--- src/core/rct_pkg.sv ---
// constants, types and helpers shared by the ripple counter tuning block
package rct_pkg;
  localparam int unsigned CLK_HZ = 20_000_000;
  // register byte offsets
  localparam logic [7:0] OFS_TUNE  = 8'h00;
  localparam logic [7:0] OFS_MOTOR = 8'h04;
  localparam logic [7:0] OFS_SPEED = 8'h08;
  localparam logic [7:0] OFS_COUNT = 8'h0C;
  // tune register field positions
  localparam int F_GAIN  = 0;
  localparam int F_QF    = 2;
  localparam int F_MECH  = 6;
  localparam int F_VSNS  = 9;
  localparam int F_OCUT  = 10;
  localparam int F_BLANK = 12;
  localparam int F_MISS  = 14;
  localparam int F_WSCL  = 16;
  localparam int TUNE_W  = 18;
  // motor register field positions
  localparam int F_KMC   = 0;
  localparam int F_KSCL  = 8;
  localparam int MOTOR_W = 10;
  // reset values
  localparam logic [1:0] GAIN_RST  = 2'h3;
  localparam logic [3:0] QF_RST    = 4'h6;
  localparam logic [2:0] MECH_RST  = 3'h4;
  localparam logic       VSNS_RST  = 1'b0;
  localparam logic [1:0] OCUT_RST  = 2'h0;
  localparam logic [1:0] BLANK_RST = 2'h0;
  localparam logic [1:0] MISS_RST  = 2'h0;
  localparam logic [1:0] WSCL_RST  = 2'h0;
  localparam logic [7:0] KMC_RST   = 8'hA3;
  localparam logic [1:0] KSCL_RST  = 2'h3;
  localparam logic [TUNE_W-1:0]  TUNE_RST  = {WSCL_RST, MISS_RST, BLANK_RST, OCUT_RST,
                                              VSNS_RST, MECH_RST, QF_RST, GAIN_RST};
  localparam logic [MOTOR_W-1:0] MOTOR_RST = {KSCL_RST, KMC_RST};
  // estimator constants
  localparam logic [4:0]  KMC_SHIFT   = 5'h17;
  localparam logic [7:0]  KSCALE_MULT = 8'h18;
  localparam logic [31:0] SPEED_K     = 32'h077D79DA; // 2*pi*CLK_HZ, rad/s per cycle
  localparam logic [4:0]  WSCL_BASE   = 5'h04;        // 16 rad/s per count
  localparam logic [4:0]  MECH_BASE   = 5'h02;
  localparam logic [4:0]  OCUT_BASE   = 5'h03;
  localparam logic [4:0]  CENTER_OFS  = 5'h03;
  localparam logic [5:0]  DIV_STEPS   = 6'h20;
  localparam logic signed [15:0] DET_HYST = 16'sh0010;
  localparam logic [23:0] INTERVAL_MAX = 24'hFFFFFF;
  localparam logic [7:0]  SPEED_MAX    = 8'hFF;
  // ripple pulse width
  localparam int unsigned PULSE_NS  = 10_000;
  localparam int unsigned PULSE_CYC = (PULSE_NS * (CLK_HZ / 1_000_000) + 999) / 1000;
  localparam logic [7:0]  PULSE_LEN = 8'(PULSE_CYC);

  typedef enum logic [2:0] {
    ST_IDLE = 3'b001,
    ST_INTV = 3'b010,
    ST_SPD  = 3'b100
  } rct_state_e;

  // quality factor in 1/256 units
  function automatic logic [8:0] rct_qf_q8(input logic [3:0] code);
    unique case (code)
      4'h0:    return 9'h002;
      4'h1:    return 9'h004;
      4'h2:    return 9'h008;
      4'h3:    return 9'h010;
      4'h4:    return 9'h020;
      4'h5:    return 9'h040;
      4'h6:    return 9'h080;
      4'h7:    return 9'h0A0;
      4'h8:    return 9'h0C0;
      4'h9:    return 9'h0D3;
      default: return 9'h100;
    endcase
  endfunction

  // window percentage in 1/1024 units: 20, 30, 40, 50 %
  function automatic logic [9:0] rct_pct_q10(input logic [1:0] code);
    unique case (code)
      2'h0: return 10'h0CD;
      2'h1: return 10'h133;
      2'h2: return 10'h19A;
      2'h3: return 10'h200;
    endcase
  endfunction

  // motor constant scale 24*2^8, 2^9, 2^12, 2^13 relative to 24*2^8
  function automatic logic [2:0] rct_kscl_sh(input logic [1:0] code);
    unique case (code)
      2'h0: return 3'h0;
      2'h1: return 3'h1;
      2'h2: return 3'h4;
      2'h3: return 3'h5;
    endcase
  endfunction

  // index of highest set bit
  function automatic logic [4:0] rct_msb(input logic [23:0] v);
    logic [4:0] r;
    r = 5'h00;
    for (int i = 0; i < 24; i++) begin
      if (v[i]) begin
        r = 5'(i);
      end
    end
    return r;
  endfunction
endpackage

--- src/core/rct_div_if.sv ---
// divider request and answer between estimator and divider
`timescale 1ns/1ps
interface rct_div_if;
  logic        start;
  logic [31:0] dividend;
  logic [31:0] divisor;
  logic        busy;
  logic        done;
  logic [31:0] quotient;
  modport master (output start, dividend, divisor, input busy, done, quotient);
  modport slave  (input start, dividend, divisor, output busy, done, quotient);
endinterface

--- src/core/rct_divider.sv ---
// sequential 32-bit restoring divider, divide by zero gives all ones
`timescale 1ns/1ps
module rct_divider
  import rct_pkg::*;
(
  input  wire logic clk_in,
  input  wire logic rst_in,
  rct_div_if.slave  div
);
  logic [31:0] rem_q, rem_d;
  logic [31:0] quo_q, quo_d;
  logic [31:0] den_q, den_d;
  logic [5:0]  cnt_q, cnt_d;
  logic        busy_q, busy_d;
  logic        done_q, done_d;
  logic [32:0] shifted;
  logic [32:0] trial;

  assign shifted = {rem_q, quo_q[31]};
  assign trial   = shifted - {1'b0, den_q};

  always_comb begin
    rem_d  = rem_q;
    quo_d  = quo_q;
    den_d  = den_q;
    cnt_d  = cnt_q;
    busy_d = busy_q;
    done_d = 1'b0;
    if (div.start && !busy_q) begin
      rem_d  = '0;
      quo_d  = div.dividend;
      den_d  = div.divisor;
      cnt_d  = DIV_STEPS;
      busy_d = 1'b1;
    end else if (busy_q) begin
      if (!trial[32]) begin
        rem_d = trial[31:0];
        quo_d = {quo_q[30:0], 1'b1};
      end else begin
        rem_d = shifted[31:0];
        quo_d = {quo_q[30:0], 1'b0};
      end
      cnt_d = cnt_q - 6'h01;
      if (cnt_q == 6'h01) begin
        busy_d = 1'b0;
        done_d = 1'b1;
      end
    end
  end

  always_ff @(posedge clk_in) begin
    if (rst_in) begin
      rem_q  <= '0;
      quo_q  <= '0;
      den_q  <= '0;
      cnt_q  <= '0;
      busy_q <= 1'b0;
      done_q <= 1'b0;
    end else begin
      rem_q  <= rem_d;
      quo_q  <= quo_d;
      den_q  <= den_d;
      cnt_q  <= cnt_d;
      busy_q <= busy_d;
      done_q <= done_d;
    end
  end

  assign div.busy     = busy_q;
  assign div.done     = done_q;
  assign div.quotient = quo_q;
endmodule

--- src/core/rct_ripple_tuning.sv ---
// ripple counter with tunable band-pass, error corrector and speed readout
// Overview of operation
// RULE1 - detected ripple amplitude is multiplied by the selected band-pass gain
// RULE2 - quality factor code 0 to 9 steps up, codes 10 to 15 give one
// RULE3 - quality factor field resets to code 6, a factor of one half
// RULE4 - band-pass centre tracks the estimated ripple frequency
// RULE5 - counter output low-pass; larger code gives slower response
// RULE6 - mechanical response filter field resets to code 4
// RULE7 - sense method 0 filters the output pin difference for motor voltage
// RULE8 - sense method 1 takes duty cycle times supply voltage
// RULE9 - analog sensing uses the output analog cut-off setting
// RULE10 - ripples inside the blanking window after a count are dropped
// RULE11 - blanking window is 20, 30, 40 or 50 percent of interval
// RULE12 - no ripple within the expected window adds one ripple
// RULE13 - missed window is 20, 30, 40 or 50 percent of interval
// RULE14 - speed register counts units of 16, 32, 64 or 128 rad/s
// RULE15 - pulse output shows one pulse per counted ripple; the code merges counts PULSE_LEN or fewer cycles apart into one pulse
// RULE16 - speed rises with motor constant scale, falls with constant value
// RULE17 - motor constant resets to 163, its scale to code 3
// RULE18 - fields hold until rewritten; new values apply at next evaluation
// RULE19 - mechanical filter cut-off scales monotonically with its code
`timescale 1ns/1ps
module rct_ripple_tuning
  import rct_pkg::*;
(
  input  wire logic               REF_CLK_IN,
  input  wire logic               RST_IN,
  input  wire logic               PSEL_IN,
  input  wire logic               PENABLE_IN,
  input  wire logic               PWRITE_IN,
  input  wire logic [7:0]         PADDR_IN,
  input  wire logic [31:0]        PWDATA_IN,
  output logic      [31:0]        PRDATA_OUT,
  output logic                    PREADY_OUT,
  output logic                    PSLVERR_OUT,
  input  wire logic signed [11:0] MOTOR_CURRENT_IN,
  input  wire logic [7:0]         OUTPUT_DIFF_IN,
  input  wire logic [7:0]         PWM_DUTY_IN,
  input  wire logic [7:0]         MOTOR_SUPPLY_VOLTAGE_IN,
  output logic                    RIPPLE_PULSE_OUTPUT_OUT,
  output logic [1:0]              OUTPUT_ANALOG_CUTOFF_OUT,
  output logic [7:0]              MOTOR_VOLTAGE_OUT
);
  rct_div_if div_if ();

  rct_divider u_div (
    .clk_in (REF_CLK_IN),
    .rst_in (RST_IN),
    .div    (div_if.slave)
  );

  // register bus
  logic [TUNE_W-1:0]  tune_q, tune_d;
  logic [MOTOR_W-1:0] motor_q, motor_d;
  logic [31:0]        prdata_q, prdata_d;
  // estimator
  rct_state_e         state_q, state_d;
  logic [TUNE_W-1:0]  act_tune_q, act_tune_d;
  logic [MOTOR_W-1:0] act_motor_q, act_motor_d;
  logic [23:0]        interval_q, interval_d;
  logic [17:0]        speed_acc_q, speed_acc_d;
  // filters
  logic [15:0]        v_acc_q, v_acc_d;
  logic [7:0]         volt_q, volt_d;
  logic signed [35:0] lo_acc_q, lo_acc_d;
  logic signed [35:0] hi_acc_q, hi_acc_d;
  logic               armed_q, armed_d;
  // corrector
  logic [23:0]        since_q, since_d;
  logic [15:0]        count_q, count_d;
  logic [7:0]         pulse_q, pulse_d;

  logic               bus_setup;
  logic               bus_write;
  logic               addr_hit;
  logic               detect;
  logic               cnt_ev;
  logic signed [15:0] band;

  function automatic logic signed [35:0] lp_step(input logic signed [35:0] acc,
                                                 input logic signed [15:0] x,
                                                 input logic [4:0]         sh);
    logic signed [35:0] diff;
    diff = (36'(x) <<< 16) - acc;
    return acc + (diff >>> sh);
  endfunction

  function automatic logic [23:0] window_of(input logic [23:0] ivl,
                                            input logic [1:0]  code,
                                            input logic        half);
    logic [33:0] prod;
    prod = 34'(ivl) * 34'(rct_pct_q10(code));
    return half ? 24'(prod[33:11]) : prod[33:10];
  endfunction

  assign bus_setup = PSEL_IN && !PENABLE_IN;
  assign bus_write = PSEL_IN && PENABLE_IN && PWRITE_IN;
  assign addr_hit  = (PADDR_IN == OFS_TUNE) || (PADDR_IN == OFS_MOTOR) ||
                     (PADDR_IN == OFS_SPEED) || (PADDR_IN == OFS_COUNT);

  // ---------------- register bus ----------------
  always_comb begin
    tune_d   = tune_q;
    motor_d  = motor_q;
    prdata_d = prdata_q;
    if (bus_setup) begin
      unique case (PADDR_IN)
        OFS_TUNE:  prdata_d = 32'(tune_q);
        OFS_MOTOR: prdata_d = 32'(motor_q);
        OFS_SPEED: prdata_d = 32'(speed_acc_q[15:8]);
        OFS_COUNT: prdata_d = 32'(count_q);
        default:   prdata_d = '0;
      endcase
    end
    if (bus_write && PADDR_IN == OFS_TUNE) begin
      tune_d = PWDATA_IN[TUNE_W-1:0]; // [RULE18]
    end
    if (bus_write && PADDR_IN == OFS_MOTOR) begin
      motor_d = PWDATA_IN[MOTOR_W-1:0];
    end
  end

  always_ff @(posedge REF_CLK_IN) begin
    if (RST_IN) begin
      tune_q   <= TUNE_RST; // [RULE3] [RULE6]
      motor_q  <= MOTOR_RST; // [RULE17]
      prdata_q <= '0;
    end else begin
      tune_q   <= tune_d;
      motor_q  <= motor_d;
      prdata_q <= prdata_d;
    end
  end

  assign PRDATA_OUT  = prdata_q;
  assign PREADY_OUT  = 1'b1;
  assign PSLVERR_OUT = PSEL_IN && PENABLE_IN && !addr_hit;

  // ---------------- estimator ----------------
  always_comb begin
    state_d         = state_q;
    act_tune_d      = act_tune_q;
    act_motor_d     = act_motor_q;
    interval_d      = interval_q;
    speed_acc_d     = speed_acc_q;
    div_if.start    = 1'b0;
    div_if.dividend = '0;
    div_if.divisor  = '0;
    unique case (state_q)
      ST_IDLE: begin
        // passes run back to back so new settings never wait on a ripple
        if (!div_if.busy) begin
          act_tune_d      = tune_q; // [RULE18]
          act_motor_d     = motor_q;
          // interval grows with constant value, shrinks with scale
          div_if.start    = 1'b1;
          div_if.dividend = 32'(motor_q[F_KMC +: 8]) << KMC_SHIFT; // [RULE16]
          div_if.divisor  = (32'(volt_q) * 32'(KSCALE_MULT))
                            << rct_kscl_sh(motor_q[F_KSCL +: 2]);
          state_d         = ST_INTV;
        end
      end
      ST_INTV: begin
        if (div_if.done) begin
          interval_d = (div_if.quotient[31:24] != 8'h00) ? INTERVAL_MAX
                       : div_if.quotient[23:0];
          state_d    = ST_SPD;
        end
      end
      ST_SPD: begin
        if (!div_if.busy && !div_if.done) begin
          div_if.start    = 1'b1;
          div_if.dividend = SPEED_K;
          div_if.divisor  = 32'(interval_q) | 32'h1;
        end
        if (div_if.done) begin
          speed_acc_d = speed_update(div_if.quotient);
          state_d     = ST_IDLE;
        end
      end
      default: state_d = ST_IDLE;
    endcase
  end

  // scaled speed through the mechanical response low-pass
  function automatic logic [17:0] speed_update(input logic [31:0] rad_s);
    logic [31:0]        counts;
    logic [7:0]         sat;
    logic signed [18:0] diff;
    counts = rad_s >> (WSCL_BASE + 5'(act_tune_q[F_WSCL +: 2])); // [RULE14]
    sat    = (counts > 32'(SPEED_MAX)) ? SPEED_MAX : counts[7:0];
    diff   = $signed({3'h0, sat, 8'h00}) - $signed({1'b0, speed_acc_q});
    diff   = diff >>> (MECH_BASE + 5'(act_tune_q[F_MECH +: 3])); // [RULE5] [RULE19]
    return 18'($signed({1'b0, speed_acc_q}) + diff);
  endfunction

  always_ff @(posedge REF_CLK_IN) begin
    if (RST_IN) begin
      state_q     <= ST_IDLE;
      act_tune_q  <= TUNE_RST;
      act_motor_q <= MOTOR_RST;
      interval_q  <= INTERVAL_MAX;
      speed_acc_q <= '0;
    end else begin
      state_q     <= state_d;
      act_tune_q  <= act_tune_d;
      act_motor_q <= act_motor_d;
      interval_q  <= interval_d;
      speed_acc_q <= speed_acc_d;
    end
  end

  // ---------------- voltage sense and band-pass ----------------
  logic [4:0]         c_sh;
  logic [4:0]         spread;
  logic [8:0]         qf;
  logic signed [15:0] gained;
  logic [15:0]        duty_v;

  always_comb begin
    qf     = rct_qf_q8(act_tune_q[F_QF +: 4]); // [RULE2]
    // higher quality factor pulls the two corners together
    spread = (qf >= 9'h080) ? 5'h01 : (qf >= 9'h020) ? 5'h02 : (qf >= 9'h008) ? 5'h03 : 5'h04;
    c_sh   = (rct_msb(interval_q) > CENTER_OFS + spread) ? rct_msb(interval_q) - CENTER_OFS
             : spread; // [RULE4]
    gained = 16'(MOTOR_CURRENT_IN) <<< act_tune_q[F_GAIN +: 2]; // [RULE1]
    duty_v = 16'(PWM_DUTY_IN) * 16'(MOTOR_SUPPLY_VOLTAGE_IN);
    v_acc_d = v_acc_q + 16'(($signed({1'b0, OUTPUT_DIFF_IN, 8'h00}) - $signed({1'b0, v_acc_q}))
              >>> (OCUT_BASE + 5'(act_tune_q[F_OCUT +: 2])));  // [RULE9]
    volt_d  = act_tune_q[F_VSNS] ? duty_v[15:8] // [RULE8]
              : v_acc_q[15:8]; // [RULE7]
    lo_acc_d = lp_step(lo_acc_q, gained, c_sh + spread);
    hi_acc_d = lp_step(hi_acc_q, gained, c_sh - spread);
    band     = 16'((hi_acc_q - lo_acc_q) >>> 16);
    detect   = armed_q && (band > DET_HYST);
    armed_d  = armed_q;
    if (band < -DET_HYST) begin
      armed_d = 1'b1;
    end else if (detect) begin
      armed_d = 1'b0;
    end
  end

  always_ff @(posedge REF_CLK_IN) begin
    if (RST_IN) begin
      v_acc_q  <= '0;
      volt_q   <= '0;
      lo_acc_q <= '0;
      hi_acc_q <= '0;
      armed_q  <= 1'b0;
    end else begin
      v_acc_q  <= v_acc_d;
      volt_q   <= volt_d;
      lo_acc_q <= lo_acc_d;
      hi_acc_q <= hi_acc_d;
      armed_q  <= armed_d;
    end
  end

  assign OUTPUT_ANALOG_CUTOFF_OUT = act_tune_q[F_OCUT +: 2];
  assign MOTOR_VOLTAGE_OUT        = volt_q;

  // ---------------- error corrector and pulse output ----------------
  logic [23:0] blank_len;
  logic [23:0] miss_half;

  always_comb begin
    blank_len = window_of(interval_q, act_tune_q[F_BLANK +: 2], 1'b0); // [RULE11]
    miss_half = window_of(interval_q, act_tune_q[F_MISS +: 2], 1'b1); // [RULE13]
    since_d   = (since_q == INTERVAL_MAX) ? since_q : since_q + 24'h1;
    count_d   = count_q;
    pulse_d   = (pulse_q != 8'h00) ? pulse_q - 8'h01 : pulse_q;
    cnt_ev    = 1'b0;
    if (detect && since_q >= blank_len) begin // [RULE10]
      cnt_ev  = 1'b1;
      since_d = '0;
    end else if (!detect && {1'b0, since_q} >= {1'b0, interval_q} + {1'b0, miss_half}) begin
      cnt_ev  = 1'b1; // [RULE12]
      since_d = since_q - interval_q;
    end
    if (cnt_ev) begin
      count_d = count_q + 16'h1;
      pulse_d = PULSE_LEN; // [RULE15]
    end
  end

  always_ff @(posedge REF_CLK_IN) begin
    if (RST_IN) begin
      since_q <= '0;
      count_q <= '0;
      pulse_q <= '0;
    end else begin
      since_q <= since_d;
      count_q <= count_d;
      pulse_q <= pulse_d;
    end
  end

  assign RIPPLE_PULSE_OUTPUT_OUT = (pulse_q != 8'h00);
endmodule

--- config.mk ---
export PLATFORM = sky130hd
export DESIGN_NAME = rct_ripple_tuning
export DESIGN_NICKNAME = d
export VERILOG_FILES = /design/src/core/rct_pkg.sv /design/src/core/rct_div_if.sv /design/src/core/rct_divider.sv /design/src/core/rct_ripple_tuning.sv
export SDC_FILE = /design/constraint.sdc
export NUM_CORES = 2
export LEC_CHECK = 0
export BUFFER_PORTS_ARGS = -buffer_cell sky130_fd_sc_hd__buf_4
export CELL_PAD_IN_SITES_DETAIL_PLACEMENT = 1
export CELL_PAD_IN_SITES_GLOBAL_PLACEMENT = 1
export CORE_ASPECT_RATIO = 1.75
export CORE_MARGIN = 2
export CORE_UTILIZATION = 30
export CTS_CLUSTER_SIZE = 28
export DETAILED_ROUTE_END_ITERATION = 6
export PLACE_DENSITY_LB_ADDON = 0.1
export SYNTH_ARGS = -nofsm -noshare
export SYNTH_HDL_FRONTEND = slang
export SYNTH_SLANG_ARGS = --single-unit
--- constraint.sdc ---
create_clock -name REF_CLK_IN -period 19.19 [get_ports REF_CLK_IN]
set_clock_uncertainty 0.05 [all_clocks]
set_input_delay 3.838 -clock REF_CLK_IN [delete_from_list [all_inputs] [get_ports REF_CLK_IN]]
set_output_delay 3.838 -clock REF_CLK_IN [all_outputs]
set_load 0.02 [all_outputs]
Word level (Yosys, flattened, before mapping)
Memories as Yosys holds them, arrays and structs flattened. A register that Yosys moved wholly into a read port is not among the register bits.
Index checks and enable logic that the tools add are counted.
Storage, ports and cells
  memory bits (read-only): 144
  word-level logic and storage cells: 194
  output and inout port bits: 45
  memories kept: 1
  flip-flop bits (word level): 372
  bits of input ports: 81
Operators by class
  multiplexer cells: 69
  order comparisons: 9
  eq/ne operators: 21
  reduce and logical (&&, ||, !) cells: 36
  multipliers: 4
  shift-type cells: 7
  $add $sub $neg: 23
  bitwise gates (word level): 1
Memories
  (name not given): depth 16, width 9, rd ports 1, clocked after Yosys merged registers in 1, write ports 0, RTL line rct_pkg.sv:62  | unique case (code)
Operator list (number)
  2-to-1 mux 32 bit: 4
  2-to-1 mux 5 bit: 23
  2-to-1 mux 24 bit: 4
  case mux 10 bit (4 select lines): 2
  adder 36 bit: 2
  case mux 18 bit (4 select lines): 1
  >>> shifter 36 x 5 -> 36 bit: 2
  subtractor 32 x 36 -> 36 bit: 2
  multiplier 24 x 10 -> 34 bit: 2
  case mux 32 bit (2 select lines): 1
  case mux 31 bit (2 select lines): 1
  subtractor 33 x 32 -> 33 bit: 1
  greater-than comparator 32 x 8 -> 1 bit, second input constant: 1
  2-to-1 mux 8 bit: 4
  << shifter 13 x 3 -> 32 bit: 1
  right shift 32 x 4 -> 32 bit: 1
  subtractor 32 bit: 1
  2-to-1 mux 31 bit: 1
  2-to-1 mux 27 bit: 1
  adder 24 x 23 -> 25 bit: 1
  greater-or-equal comparator 24 x 25 -> 1 bit: 1
  adder 24 x 1 -> 24 bit, second input constant: 1
  == test 24 bit, second input constant: 1
  greater-or-equal comparator 24 bit: 1
  other kinds (54): 110

Depth between registers and ports, before layout
  depth in word-level cells: 28
  mapped depth: 63
  depth with buffers taken out: 60

Cells and area by module
From an unflattened synthesis, not the netlist that was laid out.
Second synthesis, totals
  cells, all modules: 6435
  area, all modules: 50709.9 um2
Modules (own cells, without submodules)
  rct_ripple_tuning: instances 1, area each 44505.2 um2, cells each 5634
  rct_divider: instances 1, area each 6204.7 um2, cells each 801

Worst setup path after synthesis
Ideal clock, no wire load.
  path type: register to register
  start: reg act_tune_q[15]
  end: reg since_q[23]
  clock period less this slack: 12751 ps
  required time: 19019 ps
  setup slack: 6439 ps
  setup time: 121 ps
  data arrival time: 12580 ps
  cell stages (with the launch flop): 60
  path buffers: 6
  cell sequence: dfxtp_1 -> inv_1 -> clkbuf_1 -> ha_1 -> clkbuf_1 -> or2_2 -> clkbuf_1 -> clkbuf_1 -> nand2_1 -> inv_1 -> fa_1 -> fa_1 -> inv_1 -> fa_1 -> inv_1 -> fa_1 -> fa_1 -> ha_1 -> [24 not listed] -> a31oi_1 -> a221oi_1 -> a21oi_2 -> buf_4 -> buf_2 -> nor2_1 -> ha_1 -> o21a_1 -> o21a_1 -> and3_1 -> a221o_1 -> a21oi_1 -> a21oi_1 -> a211o_1 -> o211ai_1 -> xnor2_1 -> mux2i_1 -> mux2_2
Between the ends
  longest elaborated chain between the ends: 7
  elaborated cells between the ends (all ways): 11
Ends and longest elaborated chain
  start: declaration: RTL line rct_ripple_tuning.sv:58  | logic [TUNE_W-1:0] act_tune_q, act_tune_d;
  start signal: assignment: RTL line rct_ripple_tuning.sv:206  | act_tune_q <= act_tune_d;
  == test 2 bit, or another cell as far along: RTL line rct_pkg.sv:79  | unique case (code)
  case mux 10 bit (4 select lines) *: RTL line rct_pkg.sv:79
  multiplier 24 x 10 -> 34 bit *: RTL line rct_ripple_tuning.sv:92  | prod = 34'(ivl) * 34'(rct_pct_q10(code));
  adder 24 x 23 -> 25 bit *: RTL line rct_ripple_tuning.sv:277  | end else if (!detect && {1'b0, since_q} >= {1'b0, interval_q} + {1'b0, miss_half}) begin
  greater-or-equal comparator 24 x 25 -> 1 bit *: RTL line rct_ripple_tuning.sv:277
  logical AND 1 bit *: RTL line rct_ripple_tuning.sv:277
  inequality test 2 x 1 -> 1 bit (no line) or 2-to-1 mux 24 bit (tied branches)
  end signal: assignment: RTL line rct_ripple_tuning.sv:293  | since_q <= since_d;
  end: declaration: RTL line rct_ripple_tuning.sv:69  | logic [23:0] since_q, since_d;
Mark *: on every way between the ends. The rest lies on a longest branch, timed or not.
A chain may end at the register's enable or synchronous reset.

Worst setup path after layout
Same ends and word-level chain as after synthesis.

==> metrics.md <==
| Metric | Value |
|---|---|
| Outcome | `completed` |
| Clk root buf | `clkbuf_16` |
| Vias in the first global route | `47,700` |
| Top Ports | `126` |
| Longest Clk Path Bufs | `3` |
| Vias | `44,100` |
| First drt pass iteration count | `4` |
| Hold EP | `PRDATA_OUT[16]` |
| Grt ovf | `0` |
| H-Tree Depth | `2` |
| Final setup vio count | `0` |
| Final worst slack | `4.23 ns` |
| Slew Limit Fails | `0` |
| Total power | `9.30 mW` |
| Post-synth top cells | `nand2_1 (577), inv_1 (562), nor2_1 (539)` |
| First-pass GRT wire length | `280 mm` |
| Total setup buffers inserted after CTS | `0` |
| Worst-path maximum fanout | `28` |
| Max IR drop VDD | `0.000196 V` |
| CTS tree | `built` |
| Post-synthesis cell type count | `107` |
| Max Cap Viol | `0` |
| Setup TNS | `0 ns` |
| Post-synthesis async set-or-reset flop share | `0%` |
| Worst slack after detailed placement | `4.33 ns` |
| Final core occ | `32.8%` |
| CTS Sinks | `356` |
| Top cells by area, synth | `fa_1 (15%), dfxtp_1 (14%), ha_1 (13%)` |
| Most used cell, CP | `a21oi_1` |
| Min Clock Period, post-route | `14.96 ns` |
| Critical path class | `reg2reg` |
| Nature of the critical path startpoint | `flop` |
| Most frequent cell after synthesis | `nand2_1` |
| Critical path startpoint | `act_tune_q[15]` |
| Synth Flop Type | `dfxtp_1` |
| R2R cell count | `55` |
| Pin count of the biggest net entering global routing | `108` |
| Worst Min Path Start | `PRDATA_OUT[16]` |
| Rows | `198` |
| Syn_area_per_cell | `8.02 um^2` |
| Area Overhead vs Synth | `8.85%` |
| PortBufs | `96` |
| Worst r2r src | `act_tune_q[15]` |
| RSZ-0062 raised after global routing | `false` |
| FF+latch count, synth | `356` |
| Clk Latency, worst-skew pair | `0.65 ns` |
| Worst path max stage delay | `0.75 ns` |
| YS warnings | `0` |
| Residual DRC | `0` |
| Reg2reg setup slack | `4.23 ns` |
| Initial Utilization | `30.1%` |
| Routed vias/inst | `5.28` |
| Initial antenna violation count | `8` |
| Initial drt markers | `1,642` |
| CTS Buf Count | `43` |
| Clock-pin slew on the worst setup and hold paths | `0.07 ns` |
| Post-Syn Instances | `6,218` |
| Nets | `7,109` |
| Leak | `24.0 nW` |
| Fin area | `54,300 um^2` |
| Worst-Margin Slew | `1.16 ns` |
| Die W | `312 um` |
| Synth top area share | `15.5%` |
| Die Ht | `543 um` |
| Cell depth of the worst min-delay path | `2` |
| Post-cts resize count | `0` |
| WL per Instance | `21.4 um` |
| DIE AREA | `170,000 um^2` |
| Worst Hold Class | `reg2reg` |
| Arr. time, crit path | `15.41 ns` |
| Crit path capture type | `flop` |
| Total core area | `166,000 um^2` |
| Routed Antenna Nets | `0` |
| F_max | `66.9 MHz` |
| Slowest CP cell | `a21o_1` |
| Final wirelength | `179 mm` |
| Cell Area, Synth | `49,900 um^2` |
| Share of layout cells above drive strength 1 | `7.10%` |
| Detailed placement HPWL | `144 mm` |
| Final hold viol count | `0` |
| Dominant cell type by area after synthesis | `fa_1` |
| Placed cell areas | `52,800 um^2` |
| All-Layer GR Usage | `21.0%` |
| RD Place Congestion | `0.824` |
| Number of flops mapped to enable cells by yosys | `0` |
| Sequential cell area fraction in the yosys report | `14.3%` |
| PwrDens | `171 nW/um^2` |
| Max-slew headroom | `22.6%` |
| Critical path required time | `19.65 ns` |
| Crit share post-route | `77.9%` |
| Reg2reg end | `since_q[23]` |
| Cts hold-fix bufs | `0` |
where the power goes:
| group | total [mW] | internal (mW) | switching (mW) |
|---|---|---|---|
| registers | 1.12 | 0.901 | 0.223 |
| logic | 7.28 | 2.91 | 4.37 |
| clock network | 0.899 | 0.507 | 0.392 |
| total | 9.30 | 4.32 | 4.98 |
metrics by stage:
step	hold WS, ns	cells
floorplan	0.394	6232
global placement	0.398	8280
detailed placement	0.404	8280
CTS	0.413	8358
global route	0.439	8359
finish	0.410	8362
worst max-delay path by stage:
| stage | cells after the start | slack, ns | endpoint |
|---|---|---|---|
| 3_3_place_gp | 55 | 4.42 | since_q[23] |
| 3_5_place_dp | 55 | 4.33 | since_q[23] |
| 4_1_cts | 55 | 4.18 | since_q[23] |
| 5_1_grt | 55 | 3.26 | since_q[23] |
| 2_1_floorplan | 59 | 6.44 | since_q[23] |
| 6_report | 55 | 4.23 | since_q[23] |
placed cells by master (no fill, tap or decap), types with 175 or more instances in the layout:
master | Yosys | final
ha_1 | 517 | 516
a21oi_1 | 499 | 499
dfxtp_1 | 356 | 351
nand2_1 | 577 | 577
o21ai_0 | 259 | 259
fa_1 | 386 | 386
inv_1 | 562 | 562
xnor2_1 | 184 | 181
buf_4 | 20 | 175
nor2_1 | 539 | 537
final cells by class:
cell class / instances / area [um^2]
Fill cell: 19800 / 111000
Multi-Input combinational cell: 4984 / 39500
Inverter: 564 / 2120
Clock buffer: 54 / 1140
Tap cell: 2200 / 2750
Antenna cell: 4 / 10.0
Clock inverter: 24 / 333
Sequential cell: 356 / 7140
Timing Repair Buffer: 176 / 1330
logic make-up after synthesis:
logic type	count (synthesis)	synth area share (%)
adder cells (fa/ha/maj)	903	28.5
buffers and inverters	892	6.97
AND/OR/NAND/NOR	2007	19.4
flip-flops	356	14.3
multiplexers	240	5.66
AO/OA/AOI/OAI	1508	19.7
XOR/XNOR	310	5.51
other	2	0.0151
worst max-delay path: cells and delay by family (launching register included):
| family | cells | cell delay [ns] |
|---|---|---|
| fa+ha+maj | 10 | 3.77 |
| simple gates | 11 | 2.79 |
| buf+inv | 6 | 1.15 |
| compound gates | 24 | 5.94 |
| mux | 2 | 0.53 |
| xor+xnor | 2 | 0.25 |
| flops | 1 | 0.31 |
sequential cells by signal, summed over array words and instances, names as in the netlist, 10 cells and up:
register            flops
PRDATA_OUT             18
act_tune_q             18
count_q                16
hi_acc_q               36
interval_q             24
lo_acc_q               36
motor_q                10
since_q                24
speed_acc_q            18
tune_q                 18
u_div.den_q            24
u_div.div.quotient     32
u_div.rem_q            32
v_acc_q                16
routing by layer:
metal,track usage [%],vias up,routed length (um)
met2,42.6,453,101000
li1,-,21400,-
met5,0,-,49
met4,6.61,8,5730
met1,22.4,22100,69200
met3,1.64,232,3360
No activity file was read; power rests on OpenSTA's default activity.
